`config.mk`:
```
export PLATFORM = sky130hd
export DESIGN_NAME = twsm_master
export DESIGN_NICKNAME = d
export VERILOG_FILES = /design/src/inc/twsm_pkg.sv /design/src/design/twsm_master.sv /design/src/design/twsm_fifo.sv
export SDC_FILE = /design/constraint.sdc
export NUM_CORES = 1
export LEC_CHECK = 0
export BUFFER_PORTS_ARGS = -buffer_cell sky130_fd_sc_hd__buf_2
export CAP_MARGIN = 30
export CELL_PAD_IN_SITES_DETAIL_PLACEMENT = 0
export CELL_PAD_IN_SITES_GLOBAL_PLACEMENT = 2
export CORE_ASPECT_RATIO = 1.5
export CORE_UTILIZATION = 45
export DETAILED_ROUTE_END_ITERATION = 8
export PLACE_DENSITY = 0.84
export SETUP_SLACK_MARGIN = 0.3
export SLEW_MARGIN = 20
export SYNTH_ARGS = -nofsm -noshare
export SYNTH_HDL_FRONTEND = slang
export SYNTH_SLANG_ARGS = --single-unit
export TNS_END_PERCENT = 50
```
`constraint.sdc`:
```
create_clock -name sys_clk_i -period 6.3 [get_ports sys_clk_i]
set_input_delay 0.63 -clock sys_clk_i [delete_from_list [all_inputs] [get_ports sys_clk_i]]
set_output_delay 0.63 -clock sys_clk_i [all_outputs]
set_load 0.02 [all_outputs]
```
`src/inc/twsm_pkg.sv`:
```
// Overview of operation
// clock is 16 MHz over five times prescaler-plus-one
// dedicated clock pin and bidirectional data pin
// optional filter drops pulses under 62.5 ns
// software disable releases both bus pins
// master takes part in bus arbitration
// loser abandons transfer, retries when bus free (code goes idle with arb_lost_o set and never retries)
// loading buffer only stores, nothing on bus
// start plus write sends start, then address
// 7-bit target: address plus direction bit
// 10-bit first byte: upper bits OR 0x78
// 10-bit low eight bits sent as plain write
// write alone sends byte without start or stop
// write plus stop sends byte then stop
// controller waits for completion before next command
// 10-bit first byte succeeds on any matching acknowledge
// interrupt on bus events when enabled at configuration
// readable transfer-in-progress flag
// acknowledge or not-acknowledge recorded per byte
// readable arbitration-lost status
// read clocks byte in, sends chosen acknowledge, optional stop
// command bits clear when transfer and stop done
// lines only pulled low or released
package twsm_pkg;
  localparam int SYS_CLK_HZ = 200_000_000;
  localparam int REF_CLK_HZ = 16_000_000;
  localparam logic [7:0] REF_STEP = 8'(REF_CLK_HZ / 1_000_000);
  localparam logic [7:0] REF_MOD = 8'(SYS_CLK_HZ / 1_000_000);
  localparam logic [2:0] PH_RISE = 3'h2;
  localparam logic [2:0] PH_SAMPLE = 3'h3;
  localparam logic [2:0] PH_LAST = 3'h4;
  localparam logic [2:0] BIT_LAST = 3'h7;
  localparam int FILT_TIME_PS = 62500;
  localparam int CLK_PERIOD_PS = 1_000_000_000 / (SYS_CLK_HZ / 1000);
  localparam int FILT_CYC = (FILT_TIME_PS + CLK_PERIOD_PS - 1) / CLK_PERIOD_PS;
  localparam logic [3:0] FILT_LAST = 4'(FILT_CYC - 1);
  localparam int BYTE_W = 8;
  localparam int FIFO_DEPTH = 8;
  typedef enum logic [2:0] {S_IDLE, S_FETCH, S_START, S_BIT, S_ACK, S_STOP} twsm_state_t;
endpackage

```
`src/design/twsm_master.sv`:
```
`timescale 1ns/100ps
`default_nettype none
module twsm_master (
  input wire logic sys_clk_i,
  input wire logic reset_i,
  input wire logic enable_i,
  input wire logic [7:0] prescaler_i,
  input wire logic filter_en_i,
  input wire logic irq_en_i,
  input wire logic load_target_address_i,
  input wire logic [6:0] target_addr_i,
  input wire logic target_rd_i,
  input wire logic load_tx_byte_i,
  input wire logic [7:0] tx_byte_i,
  output logic buf_ready_o,
  input wire logic issue_bus_command_i,
  input wire logic cmd_start_i,
  input wire logic cmd_stop_i,
  input wire logic cmd_write_i,
  input wire logic cmd_read_i,
  input wire logic cmd_nack_i,
  output logic cmd_ready_o,
  output logic busy_o,
  output logic rx_nack_o,
  output logic arb_lost_o,
  output logic [7:0] rx_data_o,
  output logic done_o,
  output logic serial_iface_irq_source_o,
  input wire logic serial_clock_pin_i,
  output logic serial_clock_pin_o,
  output logic serial_clock_pin_oe_o,
  input wire logic serial_data_pin_i,
  output logic serial_data_pin_o,
  output logic serial_data_pin_oe_o
);
  typedef struct packed {
    twsm_pkg::twsm_state_t state;
    logic [2:0] phase;
    logic [7:0] pcnt;
    logic [7:0] acc;
    logic [2:0] bitn;
    logic [7:0] sh;
    logic [7:0] rx;
    logic c_start;
    logic c_stop;
    logic c_wr;
    logic c_rd;
    logic c_nack;
    logic owned;
    logic scl_oe;
    logic sda_oe;
    logic busy;
    logic nack;
    logic arb;
    logic done;
    logic irq;
    logic en_d;
    logic [7:0] cfg_presc;
    logic cfg_filt;
    logic cfg_irq;
    logic [1:0] s1;
    logic [1:0] s2;
    logic [1:0] s3;
    logic [1:0] lvl;
    logic [1:0][3:0] fcnt;
  } twsm_regs_t;
  twsm_regs_t r, n;
  logic cmd_go, tick, stretch, adv, enter, do0, fifo_rd_ready, fifo_rd_valid;
  logic [2:0] np;
  logic [7:0] acc_sum, fifo_rd_data, fifo_wr_data;

  ////////////////////////////////////////////////////////////////////////////
  // transmit buffer: loads only store, the bus sees nothing yet
  assign fifo_wr_data = load_target_address_i ? {target_addr_i, target_rd_i} : tx_byte_i;
  assign fifo_rd_ready = r.state == twsm_pkg::S_FETCH;

  twsm_fifo #(
    .W(twsm_pkg::BYTE_W),
    .D(twsm_pkg::FIFO_DEPTH)
  ) u_txbuf (
    .sys_clk_i(sys_clk_i),
    .reset_i(reset_i),
    .wr_valid_i(load_target_address_i || load_tx_byte_i),
    .wr_ready_o(buf_ready_o),
    .wr_data_i(fifo_wr_data),
    .rd_valid_o(fifo_rd_valid),
    .rd_ready_i(fifo_rd_ready),
    .rd_data_o(fifo_rd_data)
  );

  ////////////////////////////////////////////////////////////////////////////
  assign cmd_ready_o = enable_i && !r.busy;
  assign cmd_go = issue_bus_command_i && cmd_ready_o && (cmd_start_i || cmd_stop_i || cmd_write_i || cmd_read_i);
  assign acc_sum = r.acc + twsm_pkg::REF_STEP;
  assign tick = acc_sum >= twsm_pkg::REF_MOD;
  // clock stretching: a released clock line still held low freezes the phase
  assign stretch = r.phase >= twsm_pkg::PH_RISE && !r.scl_oe && !r.lvl[0];
  assign np = (r.phase == twsm_pkg::PH_LAST) ? 3'h0 : r.phase + 3'h1;

  always_comb
  begin
    n = r;
    n.done = 1'b0;
    n.irq = 1'b0;
    adv = 1'b0;
    enter = 1'b0;
    do0 = 1'b0;
    n.en_d = enable_i;
    n.acc = tick ? acc_sum - twsm_pkg::REF_MOD : acc_sum;
    n.s1 = {serial_data_pin_i, serial_clock_pin_i};
    n.s2 = r.s1;
    n.s3 = r.s2;
    for (int i = 0; i < 2; i++)
    begin
      if (r.s2[i] != r.s3[i] || r.s3[i] == r.lvl[i])
        n.fcnt[i] = 4'h0;
      else if (!r.cfg_filt || r.fcnt[i] == twsm_pkg::FILT_LAST)
      begin
        n.lvl[i] = r.s3[i];
        n.fcnt[i] = 4'h0;
      end
      else
        n.fcnt[i] = r.fcnt[i] + 4'h1;
    end
    // bus phase rate: 16 MHz reference divided by prescaler plus one, five phases a bit
    if (tick && r.busy)
    begin
      if (r.pcnt == r.cfg_presc)
      begin
        if (!stretch)
        begin
          adv = 1'b1;
          n.pcnt = 8'h00;
        end
      end
      else
        n.pcnt = r.pcnt + 8'h01;
    end
    if (!enable_i)
    begin
      n.state = twsm_pkg::S_IDLE;
      n.busy = 1'b0;
      n.owned = 1'b0;
      n.scl_oe = 1'b0;
      n.sda_oe = 1'b0;
      n.phase = 3'h0;
    end
    else
    begin
      if (!r.en_d)
      begin
        n.cfg_presc = prescaler_i;
        n.cfg_filt = filter_en_i;
        n.cfg_irq = irq_en_i;
      end
      case (r.state)
        twsm_pkg::S_IDLE:
          if (cmd_go)
          begin
            n.c_start = cmd_start_i;
            n.c_stop = cmd_stop_i;
            n.c_wr = cmd_write_i;
            n.c_rd = cmd_read_i;
            n.c_nack = cmd_nack_i;
            n.busy = 1'b1;
            n.nack = 1'b0;
            n.arb = 1'b0;
            n.pcnt = 8'h00;
            if (cmd_write_i)
              n.state = twsm_pkg::S_FETCH;
            else
            begin
              enter = 1'b1;
              if (cmd_start_i)
                n.state = twsm_pkg::S_START;
              else if (cmd_read_i)
                n.state = twsm_pkg::S_BIT;
              else
                n.state = twsm_pkg::S_STOP;
            end
          end
        twsm_pkg::S_FETCH:
          if (fifo_rd_valid)
          begin
            n.sh = fifo_rd_data;
            enter = 1'b1;
            n.state = r.c_start ? twsm_pkg::S_START : twsm_pkg::S_BIT;
          end
        default:
          if (adv)
          begin
            n.phase = np;
            if (r.phase == twsm_pkg::PH_LAST)
            begin
              case (r.state)
                twsm_pkg::S_START:
                  if (r.c_wr || r.c_rd)
                    n.state = twsm_pkg::S_BIT;
                  else
                  begin
                    n.state = twsm_pkg::S_IDLE;
                    n.owned = 1'b1;
                    n.scl_oe = 1'b1;
                  end
                twsm_pkg::S_BIT:
                begin
                  n.bitn = r.bitn + 3'h1;
                  if (!r.c_rd)
                    n.sh = {r.sh[6:0], 1'b0};
                  if (r.bitn == twsm_pkg::BIT_LAST)
                  begin
                    n.state = twsm_pkg::S_ACK;
                    if (r.c_rd)
                      n.rx = r.sh;
                  end
                end
                twsm_pkg::S_ACK:
                  if (r.c_stop)
                    n.state = twsm_pkg::S_STOP;
                  else
                  begin
                    n.state = twsm_pkg::S_IDLE;
                    n.owned = 1'b1;
                    n.scl_oe = 1'b1;
                  end
                default:
                begin
                  n.state = twsm_pkg::S_IDLE;
                  n.owned = 1'b0;
                end
              endcase
              if (n.state == twsm_pkg::S_IDLE)
              begin
                n.busy = 1'b0;
                n.done = 1'b1;
                n.irq = r.cfg_irq;
              end
            end
          end
      endcase
      if (enter)
      begin
        n.phase = 3'h0;
        n.bitn = 3'h0;
      end
      do0 = enter || (adv && np == 3'h0 && n.state != twsm_pkg::S_IDLE);
      // open drain: the enables only ever pull a line low
      if (do0)
      begin
        case (n.state)
          twsm_pkg::S_START: n.sda_oe = 1'b0;
          twsm_pkg::S_BIT:
          begin
            n.scl_oe = 1'b1;
            n.sda_oe = !n.c_rd && !n.sh[7];
          end
          twsm_pkg::S_ACK:
          begin
            n.scl_oe = 1'b1;
            n.sda_oe = n.c_rd && !n.c_nack;
          end
          twsm_pkg::S_STOP:
          begin
            n.scl_oe = 1'b1;
            n.sda_oe = 1'b1;
          end
          default: n.sda_oe = r.sda_oe;
        endcase
      end
      else if (adv && np == twsm_pkg::PH_RISE)
        n.scl_oe = 1'b0;
      // clock falls one phase before data moves, so data bits never change under a high clock
      else if (adv && np == twsm_pkg::PH_LAST && r.state != twsm_pkg::S_STOP)
        n.scl_oe = 1'b1;
      else if (adv && np == twsm_pkg::PH_SAMPLE)
      begin
        case (r.state)
          twsm_pkg::S_START: n.sda_oe = 1'b1;
          twsm_pkg::S_STOP: n.sda_oe = 1'b0;
          twsm_pkg::S_BIT:
            if (r.c_rd)
              n.sh = {r.sh[6:0], r.lvl[1]};
            else if (r.sh[7] && !r.lvl[1])
            begin
              n.state = twsm_pkg::S_IDLE;
              n.busy = 1'b0;
              n.owned = 1'b0;
              n.scl_oe = 1'b0;
              n.sda_oe = 1'b0;
              n.arb = 1'b1;
              n.done = 1'b1;
              n.irq = r.cfg_irq;
            end
          twsm_pkg::S_ACK:
            if (!r.c_rd)
              n.nack = r.lvl[1];
          default: n.nack = r.nack;
        endcase
      end
    end
  end

  always_ff @(posedge sys_clk_i or posedge reset_i)
  begin
    if (reset_i)
      r <= '0;
    else
      r <= n;
  end

  ////////////////////////////////////////////////////////////////////////////
  assign serial_clock_pin_o = 1'b0;
  assign serial_data_pin_o = 1'b0;
  assign serial_clock_pin_oe_o = r.scl_oe;
  assign serial_data_pin_oe_o = r.sda_oe;
  assign busy_o = r.busy;
  assign rx_nack_o = r.nack;
  assign arb_lost_o = r.arb;
  assign rx_data_o = r.rx;
  assign done_o = r.done;
  assign serial_iface_irq_source_o = r.irq;
endmodule // twsm_master
`default_nettype wire

```
`src/design/twsm_fifo.sv`:
```
`timescale 1ns/100ps
`default_nettype none
module twsm_fifo #(
  parameter int W = 8,
  parameter int D = 8
) (
  input wire logic sys_clk_i,
  input wire logic reset_i,
  input wire logic wr_valid_i,
  output logic wr_ready_o,
  input wire logic [W-1:0] wr_data_i,
  output logic rd_valid_o,
  input wire logic rd_ready_i,
  output logic [W-1:0] rd_data_o
);
  localparam int AW = $clog2(D);
  localparam int CW = $clog2(D + 1);
  typedef struct packed {
    logic [AW-1:0] wptr;
    logic [AW-1:0] rptr;
    logic [CW-1:0] cnt;
  } twsm_fifo_regs_t;
  twsm_fifo_regs_t f_reg, f_next;
  logic [W-1:0] mem [D];
  logic push, pop;

  assign wr_ready_o = f_reg.cnt != CW'(D);
  assign rd_valid_o = f_reg.cnt != '0;
  assign rd_data_o = mem[f_reg.rptr];
  assign push = wr_valid_i && wr_ready_o;
  assign pop = rd_ready_i && rd_valid_o;

  always_comb
  begin
    f_next = f_reg;
    if (push)
      f_next.wptr = (f_reg.wptr == AW'(D - 1)) ? '0 : f_reg.wptr + 1'b1;
    if (pop)
      f_next.rptr = (f_reg.rptr == AW'(D - 1)) ? '0 : f_reg.rptr + 1'b1;
    if (push && !pop)
      f_next.cnt = f_reg.cnt + 1'b1;
    else if (pop && !push)
      f_next.cnt = f_reg.cnt - 1'b1;
  end

  always_ff @(posedge sys_clk_i or posedge reset_i)
  begin
    if (reset_i)
      f_reg <= '0;
    else
      f_reg <= f_next;
  end

  always_ff @(posedge sys_clk_i)
  begin
    if (push)
      mem[f_reg.wptr] <= wr_data_i;
  end
endmodule // twsm_fifo
`default_nettype wire

```
== Word-level counts from Yosys, hierarchy flattened ==
Memory sizes are Yosys's and may differ from the RTL's.
Cells that the tools add are included.

* Add/subtract/negate cells: 11
* Magnitude comparators: 2
* Equality and inequality tests: 38
* Mux-type cells: 133
* Bitwise operators: 4
* Reduce and logical (&&, ||, !) cells: 60

{| class="wikitable"
|+ Operators by type and width
! kind !! count
|-
| 2-to-1 mux 8 bit || 20
|-
| 2-to-1 mux 3 bit || 33
|-
| 2-to-1 mux 19 bit || 3
|-
| 2-to-1 mux 2 bit || 27
|-
| 2-to-1 mux 4 bit || 10
|-
| equality test 3 bit (second input constant) || 9
|-
| 2-to-1 mux 6 bit || 4
|-
| 2-to-1 mux 1 bit || 22
|-
| 2-to-1 mux 5 bit || 4
|-
| logical AND 1 bit || 19
|-
| equality test 3 x 2 -> 1 bit (second input constant) || 6
|-
| case mux 8 bit (2 select lines) || 1
|-
| AND reduction 7 bit || 2
|-
| adder 3 x 1 -> 3 bit (second input constant) || 4
|-
| adder 4 x 1 -> 4 bit (second input constant) || 3
|-
| != test 4 bit (second input constant) || 3
|-
| logical NOT 1 bit || 10
|-
| logical OR 1 bit || 10
|-
| AND reduction 2 bit || 5
|-
| logical NOT 3 bit || 3
|-
| != test 3 bit (second input constant) || 3
|-
| case mux 3 bit (3 select lines) || 1
|-
| adder 8 x 1 -> 8 bit (second input constant) || 1
|-
| adder 8 x 5 -> 8 bit (second input constant) || 1
|-
| other kinds (27) || 44
|}

* Register bits: 91
* Bits in writable memories: 64
* Input port bits: 39
* Output and inout bits: 19
* Logic and storage cells: 283
* Memories: 1

{| class="wikitable"
|+ Memories
! name !! depth !! width !! rd ports !! clocked after Yosys merged registers in !! wr ports !! line !! RTL
|-
| u_txbuf.mem || 8 || 8 || 1 || 0 || 1 || twsm_fifo.sv:24 || <nowiki>logic [W-1:0] mem [D];</nowiki>
|}

== Longest topological paths before layout ==
Gate-level depths: netlist of run 1.

* Depth in word-level cells: 24
* Depth in mapped cells: 13
* Depth with buffers taken out: 12

== Cells and area by module ==
A second synthesis of run 1 with hierarchy kept.

* Cells, all modules: 598
* Area, all modules: 7449.6 sq um

{| class="wikitable"
|+ Modules (own cells, without submodules)
! module !! times used !! cells an instance !! area an instance (sq um) !! seq. area each (sq um)
|-
| twsm_master || 1 || 441 || 4294.1 || 1926.8
|-
| twsm_fifo || 1 || 157 || 3155.5 || 2172.1
|}

== Worst setup path after synthesis of run 1 ==
Ideal clock, no wire load.

* Path kind: register to register
* Start point: reg r[63] in the netlist's numbering
* End point: reg r (netlist bit rx_data_o[0])
* Library setup time: 128 ps
* Data arrival time: 2738 ps
* Required time: 6172 ps
* Slack: 3435 ps
* Stages on the path, launching flop included: 10
* Buffers on the path: 1
* Period minus slack after synthesis: 2865 ps
* Cell sequence: dfrtp_1 -> ha_1 -> nand2b_1 -> a21o_1 -> a2111oi_4 -> nand2_2 -> nor3_2 -> and3_1 -> buf_2 -> mux2_1

* Word-level cells in the longest chain between the ends: 5

{| class="wikitable"
|+ Ends and longest elaborated chain
! item !! line !! RTL
|-
| start: declaration || twsm_master.sv:67 || <nowiki>twsm_regs_t r, n;</nowiki>
|-
| start signal: assignment || twsm_master.sv:308 || <nowiki>r <= n;</nowiki>
|-
| adder 8 x 5 -> 8 bit || twsm_master.sv:94 || <nowiki>assign acc_sum = r.acc + twsm_pkg::REF_STEP;</nowiki>
|-
| >= comparator 8 bit || twsm_master.sv:95 || <nowiki>assign tick = acc_sum >= twsm_pkg::REF_MOD;</nowiki>
|-
| logical AND 1 bit || twsm_master.sv:126 || <nowiki>if (tick && r.busy)</nowiki>
|-
| 2-to-1 mux 1 bit || twsm_master.sv:126 ||
|-
| AND reduction 7 bit (no source line) || - ||
|}

No other way between the ends.
A chain may end at the register's enable or synchronous reset.

== Worst setup path in the final report of run 1 ==
* Start point: reg r[63] in the netlist's numbering
* End point: reg r (netlist bit rx_data_o[3])

Same word-level chain as after synthesis.

==> results of run 1 <==
[cells by family (layout without fill, tap and decap cells)]
group | after synthesis | count (layout) | synth area share
buf+inv | 45 | 114 | 0.0298
simple gates | 171 | 171 | 0.120
fa+ha+maj | 21 | 21 | 0.0380
mux | 59 | 59 | 0.118
flops | 151 | 151 | 0.577
compound gates | 93 | 93 | 0.0902
xor+xnor | 22 | 22 | 0.0271
other cells | 1 | 2 | 0.000528
[area by class of cell]
type | instances | area [um2]
timing repair buffer | 63 | 375
clock buffer | 17 | 425
sequential | 151 | 4100
multi-input combinational | 368 | 2810
fill | 1343 | 7090
tap | 199 | 249
clock inverter | 15 | 154
inverter | 19 | 72.6
[worst max-delay path, stage by stage (launching register included)]
cell	delay, ns
dfrtp_1	0.45
ha_1	0.35
nand2b_1	0.15
a21o_1	0.21
a2111oi_4	0.66
nand2_2	0.30
nor3_2	0.26
and3_1	0.43
mux2_1	0.37
[cells in the final DEF, fill, tap and decap left out, types with 6 or more instances in the layout]
cell type / n
mux4_2: 16
and3_1: 6
nor2_1: 52
inv_1: 17
buf_4: 6
nand2b_1: 11
ha_1: 20
xnor2_1: 16
a211oi_1: 7
nor2b_1: 11
edfxtp_1: 64
a21oi_1: 20
a31oi_1: 8
mux2i_1: 9
mux2_1: 9
buf_2: 55
nor3_1: 13
o21ai_0: 20
nand2_1: 39
nand3_1: 9
a221o_1: 6
xor2_1: 6
dfrtp_1: 87
mux2_2: 24
clkbuf_16: 17
[per-layer routing]
metal / global-route usage / vias up / wire [um]
li1: - / 2180 / -
met1: 0.217 / 2317 / 5980
met2: 0.384 / 121 / 8330
met3: 0.0459 / 35 / 503
met4: 0.0952 / 0 / 510
met5: 0 / - / 0
[synthesized netlist by cell type (7+ instances only)]
library cell and number:
a211oi_1 7, a21oi_1 20, a31oi_1 8, buf_4 10
clkbuf_1 9, dfrtp_1 87, edfxtp_1 64, ha_1 20
inv_1 18, mux2_1 9, mux2_2 24, mux2i_1 9
mux4_2 16, nand2_1 39, nand2b_1 11, nand3_1 9
nor2_1 52, nor2b_1 11, nor3_1 15, o21ai_0 20
xnor2_1 16
[per-stage QoR]
stage / util / setup WS, ns / hold slack, ns
floorplan: - / 3.42 / 0.331
global placement: 0.493 / 3.11 / 0.338
detailed placement: 0.497 / 2.98 / 0.347
CTS: 0.535 / 2.96 / 0.286
global route: 0.536 / 2.75 / 0.295
finish: 0.536 / 2.99 / 0.303
[how the worst max path moves through the flow]
stage               cells past startpoint  slack (ns)                       end       startpoint
floorplan                               1        3.42    arb_lost_o$_DFFE_PP0P_          reset_i
global placement                        8        3.11  rx_data_o[2]$_DFFE_PP0P_  r[63]$_DFF_PP0_
detailed placement                      8        2.98  rx_data_o[3]$_DFFE_PP0P_  r[63]$_DFF_PP0_
CTS                                     8        2.96  rx_data_o[3]$_DFFE_PP0P_  r[63]$_DFF_PP0_
global route                            8        2.75  rx_data_o[3]$_DFFE_PP0P_  r[63]$_DFF_PP0_
finish                                  8        2.99  rx_data_o[3]$_DFFE_PP0P_  r[63]$_DFF_PP0_
[power groups by stage]
stage	sequential [W]	clock (W)	combinational (W)
5_1_grt	0.00147	0.00105	0.000984
2_1_floorplan	0.00135	0	0.000712
3_3_place_gp	0.00147	0	0.000834
4_1_cts	0.00144	0.00101	0.000901
6_report	0.00144	0.000988	0.000894
3_5_place_dp	0.00146	0	0.000894
==> results.md, run 1 <==
* Period utilisation layout at 0.525
* Std cell rows at 55
* Int Pwr at 0.00218 W
* Starting Density at 0.465
* Peak VDD IR at 277 uV
* Via Count at 4,653
* Status: finished clean
* # resized after CTS at 0
* Hold Path Origin: serial_clock_pin_i
* Vias in the first global route at 4,897
* Die area at 0.0163 mm2
* Worst skew pair latency at 0.43 ns
* Total Power at 0.00332 W
* R2R Path Start: r[63]$_DFF_PP0_
* Final setup viols at 0
* Combinational share of power at 0.269
* Largest net degree at the start of global routing at 46
* Register bit total from synthesis at 151
* Netlist Area Pre-Place at 0.00710 mm2
* Sink Count at 151
* Deepest clock path buffer count at 2
* DR iter-0 viols at 264
* Hold Path Class: in -> reg
* Die W at 105 um
* NetSw at 0.00114 W
* Reg2Reg Capture Point: rx_data_o[3]$_DFFE_PP0P_
* Count of different cell masters after synthesis at 63
* Tmin final at 3.31 ns
* WHS Path Cells at 1
* Clock share of power at 0.297
* RSZ-0062 raised after global routing: false
* CP Max Fanout at 10
* R2R depth at 8
* Crit start category: register
* Worst-path clk slew at 0.07 ns
* Fmax at 302 MHz
* Worst-Margin Slew at 0.897 ns
* Reg-to-reg setup timing slack at 2.99 ns
* Share of the synthesized area in the top cell type at 0.306
* EDFF count, synth at 64
* CTS tree: yes
* Register share of total power at 0.433
* Drt via density at 5.59
* Finished Cell Area at 0.00818 mm2
* Number of max-cap violations at 0
* Min-Delay Endpoint: n[12]$_DFF_PP0_
* First-pass DRT Iterations at 5
* Critical setup path kind: reg -> reg
* Post-synthesis average cell area at 12.6 um2
* Layout cell share with drive strength beyond 1 at 0.234
* Final ANT Viol Nets at 0
* WP data arrival at 3.62 ns
* Die Span Y at 156 um
* Critical Path End Type: register
* Area leader, netlist: dfrtp_1
* Sequential area share after synthesis at 0.577
* Inst Count DP at 798
* DRC violations left at 0
* Fin. Hold Viols at 0
* Synth Instances at 563
* Total GRT Usage at 0.205
* Grt ovf at 0
* Postcts setup bufs at 0
* Number of antenna diodes at 0
* Synth top area cells: dfrtp_1, edfxtp_1, mux4_2
* Leakage at 3.38 nW
* Number of synthesis warnings at 0
* Dpl hpwl at 11,100 um
* CP required at 6.62 ns
* Hold-fix buffers, CTS at 0
* Sw Share at 0.343
* H-tree depth at 4
* PwrDens at 406 mW/mm2
* Layout Skew at 0.00934 ns
* Ys async rst share at 0.576
* Setup TNS at 0 ns
* Core ar. at 0.0153 mm2
* Post-Route WL at 15,300 um
* First-pass GRT wire length at 25,200 um
* Syn-to-layout area delta at 15.2%
* Cts bufs inserted at 17
* Number of antenna violations at the first check in global routing at 0
* Clock Tree Root: clkbuf_16
* GPL Wtd Cong at 0.843
* Non-Filler Instances at 832
* Final #Nets at 680
* # IOs at 58
* Placement Cell Area at 0.00759 mm2
* Final Max Tran Viols at 0
* Wire per inst at 18.4 um
* Port bufs at 55
* Synth Flop Type: dfrtp_1
* Max reg flops at 64
* Max-slew headroom at 0.400
(Power assumes the default switching activity.)
==> run 2: changes to the inputs <==
- CORE_UTILIZATION: 45 -> 37
- PLACE_DENSITY: 0.84 -> 0.74
- clock period: 6.3 -> 2.9 ns (I/O delays scaled with it)
==> run 2 against run 1 <==
Against the previous run: die area rose by 21%; critical endpoint is now serial_data_pin_oe_o$_DFFE_PP0P_; critical path type unchanged; maximum frequency rose by 26%; critical path depth rose by 2; sequential power rose by 110%; hold slack got worse by 0.21 ns; routed wire length rose by 6.0%; via count rose by 2.9%; combinational power rose to 2.7 times the previous value; non-clock buffer count rose by 42.
==> results.md, run 2 (synthesized netlist as in run 1, its figures left out) <==
* Status: finished clean
* Commonest non-fill, non-tap cell in the layout: dfrtp_1
* Final setup viols at 0 (unchanged)
* Setup TNS at 0 ns (unchanged)
* Worst-Margin Slew at 0.634 ns (-0.263 ns)
* GPL Wtd Cong at 0.829 (-1.6%)
* Combinational share of power at 0.307 (+0.038)
* Number of antenna diodes at 0 (unchanged)
* Sw Share at 0.327 (-0.0163)
* PwrDens at 903 mW/mm2 (+120%)
* Final Max Tran Viols at 0 (unchanged)
* Dpl hpwl at 11,900 um (+6.7%)
* Starting Density at 0.380 (-0.0851)
* Worst skew pair latency at 0.43 ns (about the same)
* RSZ-0062 raised after global routing: true
* Core ar. at 0.0187 mm2 (+22%)
* DRC violations left at 0 (unchanged)
* Max reg flops at 64 (unchanged)
* Drt via density at 5.17 (-7.6%)
* Wire per inst at 17.5 um (-4.8%)
* Register share of total power at 0.380 (-0.053)
* H-tree depth at 4 (unchanged)
* PnR worst setup slack at 0.273 ns (-2.72 ns)
* Period utilisation layout at 0.906 (+0.381)
* # IOs at 58 (unchanged)
* Die Span Y at 172 um (+10%)
* CP required at 3.20 ns (-3.42 ns)
* Most frequent cells in the layout: dfrtp_1, edfxtp_1, buf_2
* Final #Nets at 722 (+6.2%)
* Pre-CTS setup slack at 0.0771 ns (-2.90 ns)
* Clock Tree Root: clkbuf_16
* Largest net degree at the start of global routing at 54 (+17%)
* Peak VDD IR at 548 uV (+98%)
* Max-slew headroom at 0.572 (+0.172)
* WP data arrival at 2.92 ns (-0.70 ns)
* First-pass GRT wire length at 26,200 um (+4.2%)
* Post-Route WL at 16,200 um (+6.0%)
* Die area at 0.0198 mm2 (+21%)
* Met3 usage at 0.0391 (-0.00684)
* Via Count at 4,789 (+2.9%)
* Critical Path End Type: register
* Int Pwr at 0.00531 W (+140%)
* Top Usage Layer GRT: met2
* Worst-path clk slew at 0.07 ns (about the same)
* CP Max Fanout at 7 (-3)
* Number of antenna violations at the first check in global routing at 0 (unchanged)
* First-pass DRT Iterations at 5 (unchanged)
* Sink Count at 151 (unchanged)
* Number of max-cap violations at 0 (unchanged)
* CTS tree: yes
* Cts bufs inserted at 17 (unchanged)
* Port bufs at 55 (unchanged)
* Clock share of power at 0.313 (+0.016)
* Crit start category: register
* Critical setup path kind: reg -> reg
* GR Layer Usage met1 at 0.181 (-0.0365)
* Hold Path Class: in -> reg
* NetSw at 0.00258 W (+130%)
* Tmin final at 2.63 ns (-0.681 ns)
* Met2 Track Usage GR at 0.350 (-0.0341)
* Fmax at 381 MHz (+26%)
* Leakage at 3.63 nW (+7.5%)
* Layout Skew at 0.0110 ns (+0.00170 ns)
* Syn-to-layout area delta at 22.9%
* Deepest clock path buffer count at 2 (unchanged)
* Grt ovf at 0 (unchanged)
* DR iter-0 viols at 172 (-35%)
* Total GRT Usage at 0.180 (-0.0248)
* Die W at 115 um (+10%)
* Vias in the first global route at 5,084 (+3.8%)
* Std cell rows at 61 (+11%)
* Fin. Hold Viols at 0 (unchanged)
* Layout cell share with drive strength beyond 1 at 0.304 (+0.0699)
* Final ANT Viol Nets at 0 (unchanged)
## run 2: changes by cell type in the layout (fill, tap and decap cells not counted), moves of 3 or more
cell	delta
a21oi_1	-3
and3_4	+3
and3_1	-3
bufinv_16	+4
a21oi_2	+3
buf_4	+39
dlygate4sd3_1	+3
## run 2: timing repair
action                                  CTS  global route
hold buffers                              3             0
endpoints found under the hold margin    36             0
buffers inserted                         10             4
pin swaps                                 5             5
endpoints found under the setup margin   24            20
resized for setup                        13             9
## run 2: area by class of cell
type / count / area [um2]
Clock inverter: 15 / 233
Sequential cell: 151 / 4100
Inverter: 19 / 75.1
Fill cell: 1679 / 9970
Clock buffer: 17 / 425
Multi-Input combinational cell: 368 / 2910
Timing Repair Buffer: 105 / 674
Tap cell: 252 / 315
## run 2: layer usage
| layer | share of wire | vias to the layer above |
|---|---|---|
| met5 | 0 | - |
| met4 | 0.022 | 0 |
| met3 | 0.029 | 25 |
| met2 | 0.57 | 94 |
| met1 | 0.38 | 2410 |
| li1 | - | 2260 |
## run 2: final timing paths
kind | slack [ns] | start | cells past startpoint | end
max reg2reg | 0.27 | r[63]$_DFF_PP0_ | 10 | serial_data_pin_oe_o$_DFFE_PP0P_
max in group asynchronous | 1.72 | reset_i | 4 | r[63]$_DFF_PP0_
max | 0.27 | r[63]$_DFF_PP0_ | 10 | serial_data_pin_oe_o$_DFFE_PP0P_
min | 0.09 | filter_en_i | 3 | r[17]$_DFFE_PP0P_
min reg2reg | 0.36 | n[12]$_DFF_PP0_ | 0 | n[10]$_DFF_PP0_
min in group asynchronous | 0.47 | reset_i | 3 | r[0]$_DFF_PP0_
## run 2: critical path: stages, from the launching register on
cell and delay (ns):
dfrtp_2 0.46, ha_4 0.24, nand2b_4 0.13, a21o_1 0.18, a2111oi_4 0.41, buf_6 0.20, nand4_1 0.13, a21oi_2 0.23
a2bb2oi_2 0.09, a2111oi_0 0.34, a311oi_1 0.09
## run 2: stage by stage
step | cell area (um2) | total power [W] | instances | util | hold WS [ns]
floorplan | 7150 | 0.00447 | 564 | - | 0.321
global placement | 7850 | 0.00521 | 878 | 0.420 | 0.341
detailed placement | 7850 | 0.00528 | 878 | 0.420 | 0.352
CTS | 8670 | 0.00787 | 923 | 0.463 | 0.0720
global route | 8730 | 0.00832 | 927 | 0.467 | 0.0781
finish | 8730 | 0.00788 | 927 | 0.467 | 0.0882
## run 2: power by group through the flow
stage                     sequential, W  clock (W)  combinational [W]
after floorplan                 0.00293          0            0.00155
after global placement          0.00303          0            0.00217
after detailed placement        0.00306          0            0.00222
after CTS                       0.00300    0.00251            0.00236
after global routing            0.00305    0.00260            0.00267
final                           0.00300    0.00246            0.00242
==> run 3: changes to the inputs <==
- ABC_AREA: default -> 1
- CORE_UTILIZATION: 37 -> 34
==> run 3 against run 2 <==
Against the previous run: hold slack better by 0.0048 ns; clock power is 16% lower; clock skew fell by 0.0017 ns; critical path depth rose by 3; utilization shrank 6.3 points; power decreased by 4.0%; routed wire length rose by 14%; global-route usage is 0.98 points lower; cell count up 27%; largest cell class unchanged; largest power group unchanged.
==> results.md, run 3 <==
* Sink Count at 151 (unchanged)
* Drt via density at 4.95 (-4.3%)
* Dpl hpwl at 13,900 um (+17%)
* Final #Nets at 950 (+32%)
* Layout Skew at 0.00935 ns (-0.00169 ns)
* Fmax at 405 MHz (+6.4%)
* Post-synthesis average cell area at 9.26 um2 (-27%)
* Most frequent cells in the layout: nand2_1, dfrtp_1, inv_1
* Die W at 125 um (+8.1%)
* First-pass DRT Iterations at 5 (unchanged)
* Critical Path End Type: register
* Most common cell in the netlist: nand2_1
* Tmin final at 2.47 ns (-0.159 ns)
* Sequential area share after synthesis at 0.535 (-0.0415)
* Ys async rst share at 0.576 (unchanged)
* Clock Tree Root: clkbuf_16
* Synth top area cells: dfrtp_1, edfxtp_1, nand2_1
* Vias in the first global route at 5,968 (+17%)
* Synth Instances at 827 (+47%)
* Commonest non-fill, non-tap cell in the layout: nand2_1
* Grt ovf at 0 (unchanged)
* Post-Route WL at 18,500 um (+14%)
* CP required at 3.21 ns (about the same)
* Layout cell share with drive strength beyond 1 at 0.185 (-0.119)
* DR iter-0 viols at 266 (+55%)
* R2R Path Start: r[79]$_DFF_PP0_
* CTS tree: yes
* First-pass GRT wire length at 30,400 um (+16%)
* Fin. Hold Viols at 0 (unchanged)
* Hold Path Class: in -> reg
* Std cell rows at 66 (+8.2%)
* Wire per inst at 15.7 um (-10%)
* Via Count at 5,812 (+21%)
* Crit start category: register
* Largest net degree at the start of global routing at 53 (-1.9%)
* Commonest cells post-synth: nand2_1, dfrtp_1, inv_1
* RSZ-0062 raised after global routing: true
* Netlist Area Pre-Place at 0.00765 mm2 (+7.7%)
* Reg2Reg Capture Point: u_txbuf.f_reg[3]$_DFFE_PP0P_
* Cts bufs inserted at 17 (unchanged)
* Status: finished clean
* EDFF count, synth at 64 (unchanged)
* Number of antenna diodes at 0 (unchanged)
* Die area at 0.0231 mm2 (+17%)
* CP startpoint: r[79]$_DFF_PP0_
* Core ar. at 0.0219 mm2 (+17%)
* Critical setup path kind: reg -> reg
* Register bit total from synthesis at 151 (unchanged)
* CP Max Fanout at 7 (unchanged)
* Number of synthesis warnings at 0 (unchanged)
* PwrDens at 855 mW/mm2 (-5.2%)
* Total GRT Usage at 0.170 (-0.00979)
* Pre-CTS setup slack at 0.429 ns (+0.352 ns)
* GPL Wtd Cong at 0.827 (-0.27%)
* PnR worst setup slack at 0.432 ns (+0.159 ns)
* Reg-to-reg setup timing slack at 0.43 ns (+0.16 ns)
* Synth Flop Type: dfrtp_1
* Deepest clock path buffer count at 2 (unchanged)
* Leakage at 4.01 nW (+10%)
* Port bufs at 55 (unchanged)
* Worst skew pair latency at 0.43 ns (about the same)
* Syn-to-layout area delta at 15.5%
* Die Span Y at 186 um (+8.2%)
* Final Max Tran Viols at 0 (unchanged)
* Setup TNS at 0 ns (unchanged)
* Worst Setup EP: u_txbuf.f_reg[3]$_DFFE_PP0P_
* Peak VDD IR at 467 uV (-15%)
* Area leader, netlist: dfrtp_1
* Max-slew headroom at 0.469 (-0.103)
* DRC violations left at 0 (unchanged)
* Worst-path clk slew at 0.07 ns (about the same)
* Starting Density at 0.350 (-0.0301)
* Count of different cell masters after synthesis at 51 (-19%)
* Number of max-cap violations at 0 (unchanged)
* # IOs at 58 (unchanged)
* Final setup viols at 0 (unchanged)
* WP data arrival at 2.78 ns (-0.14 ns)
* Max reg flops at 64 (unchanged)
* Period utilisation layout at 0.851 (-0.0549)
* H-tree depth at 4 (unchanged)
* Final ANT Viol Nets at 0 (unchanged)
* Worst-Margin Slew at 0.794 ns (+0.160 ns)
* R2R depth at 13 (+3)
* Number of antenna violations at the first check in global routing at 0 (unchanged)
* Share of the synthesized area in the top cell type at 0.284 (-0.0220)
## run 3: cell types whose count changed after synthesis, moves of 13 or more
cell and delta:
a21oi_1 +37, inv_1 +55, mux2_2 -14, mux4_2 -16, nand2_1 +148, nand3_1 +48, nor2_1 +17, o21ai_0 +13
o21ai_1 +17
## run 3: layer usage
metal,GRT usage,vias to the layer above,wire (um)
met5,0,-,0
met4,0.0689,0,408
met3,0.0305,26,459
met2,0.330,91,10200
met1,0.180,2788,7380
li1,-,2907,-
## run 3: where the power goes
part	total [W]	internal, W	switching (W)
sequential	0.00293	0.00267	0.000257
combinational	0.00258	0.000885	0.00169
clock	0.00206	0.00112	0.000942
total	0.00757	0.00467	0.00289
## run 3: what timing repair did
item                                    CTS  global route
endpoints found under the hold margin     5             0
hold buffers                              3             0
endpoints found under the setup margin    0            16
resized for setup                         0            10
setup buffers                             0             0
## run 3: how the worst min path moves through the flow
stage | from | endpoint | slack (ns) | cells after the start
2_1_floorplan | serial_clock_pin_i | n[12]$_DFF_PP0_ | 0.32 | 0
3_3_place_gp | n[12]$_DFF_PP0_ | n[10]$_DFF_PP0_ | 0.34 | 0
3_5_place_dp | n[12]$_DFF_PP0_ | n[10]$_DFF_PP0_ | 0.34 | 0
4_1_cts | filter_en_i | r[17]$_DFFE_PP0P_ | 0.07 | 2
5_1_grt | filter_en_i | r[17]$_DFFE_PP0P_ | 0.08 | 2
6_report | filter_en_i | r[17]$_DFFE_PP0P_ | 0.09 | 2
## run 3: cells by family (layout without fill, tap and decap cells)
logic type | after synthesis | count (layout) | synth area share
adders and majority gates | 21 | 21 | 0.0353
other | 1 | 2 | 0.000490
and+or+nand+nor | 354 | 354 | 0.207
buffers and inverters | 121 | 196 | 0.0670
AOI/OAI and AO/OA | 155 | 155 | 0.123
DFF | 151 | 151 | 0.535
xor gates and xnor gates | 13 | 13 | 0.0149
muxes | 11 | 11 | 0.0160
## run 3: through the flow
stage / hold slack, ns / instances / power [W] / area [um2] / utilization
CTS: 0.0731 / 1175 / 0.00766 / 8800 / 0.402
finish: 0.0930 / 1175 / 0.00757 / 8840 / 0.404
detailed placement: 0.344 / 1140 / 0.00557 / 8230 / 0.376
global route: 0.0828 / 1175 / 0.00812 / 8840 / 0.404
floorplan: 0.321 / 828 / 0.00477 / 7660 / -
global placement: 0.344 / 1140 / 0.00551 / 8230 / 0.376
## run 3: worst max-delay path, stage by stage, from the launching register on
cell     delay (ns)
dfrtp_1        0.49
nor2_4         0.25
inv_1          0.12
nor2_2         0.13
inv_1          0.10
ha_1           0.24
inv_1          0.11
ha_1           0.24
a21o_1         0.18
a21oi_1        0.16
nand2_1        0.07
nand2_1        0.06
nor2_1         0.05
xor2_1         0.14
## run 3: final cells by class
cell class              instances  area [um2]
repair buffers                 76         440
fillers                      2164       13000
inverters                      88         335
clock inverters                14         115
multi-input cells             556        3080
well taps                     272         340
flip-flops and latches        151        4100
clock buffers                  18         429
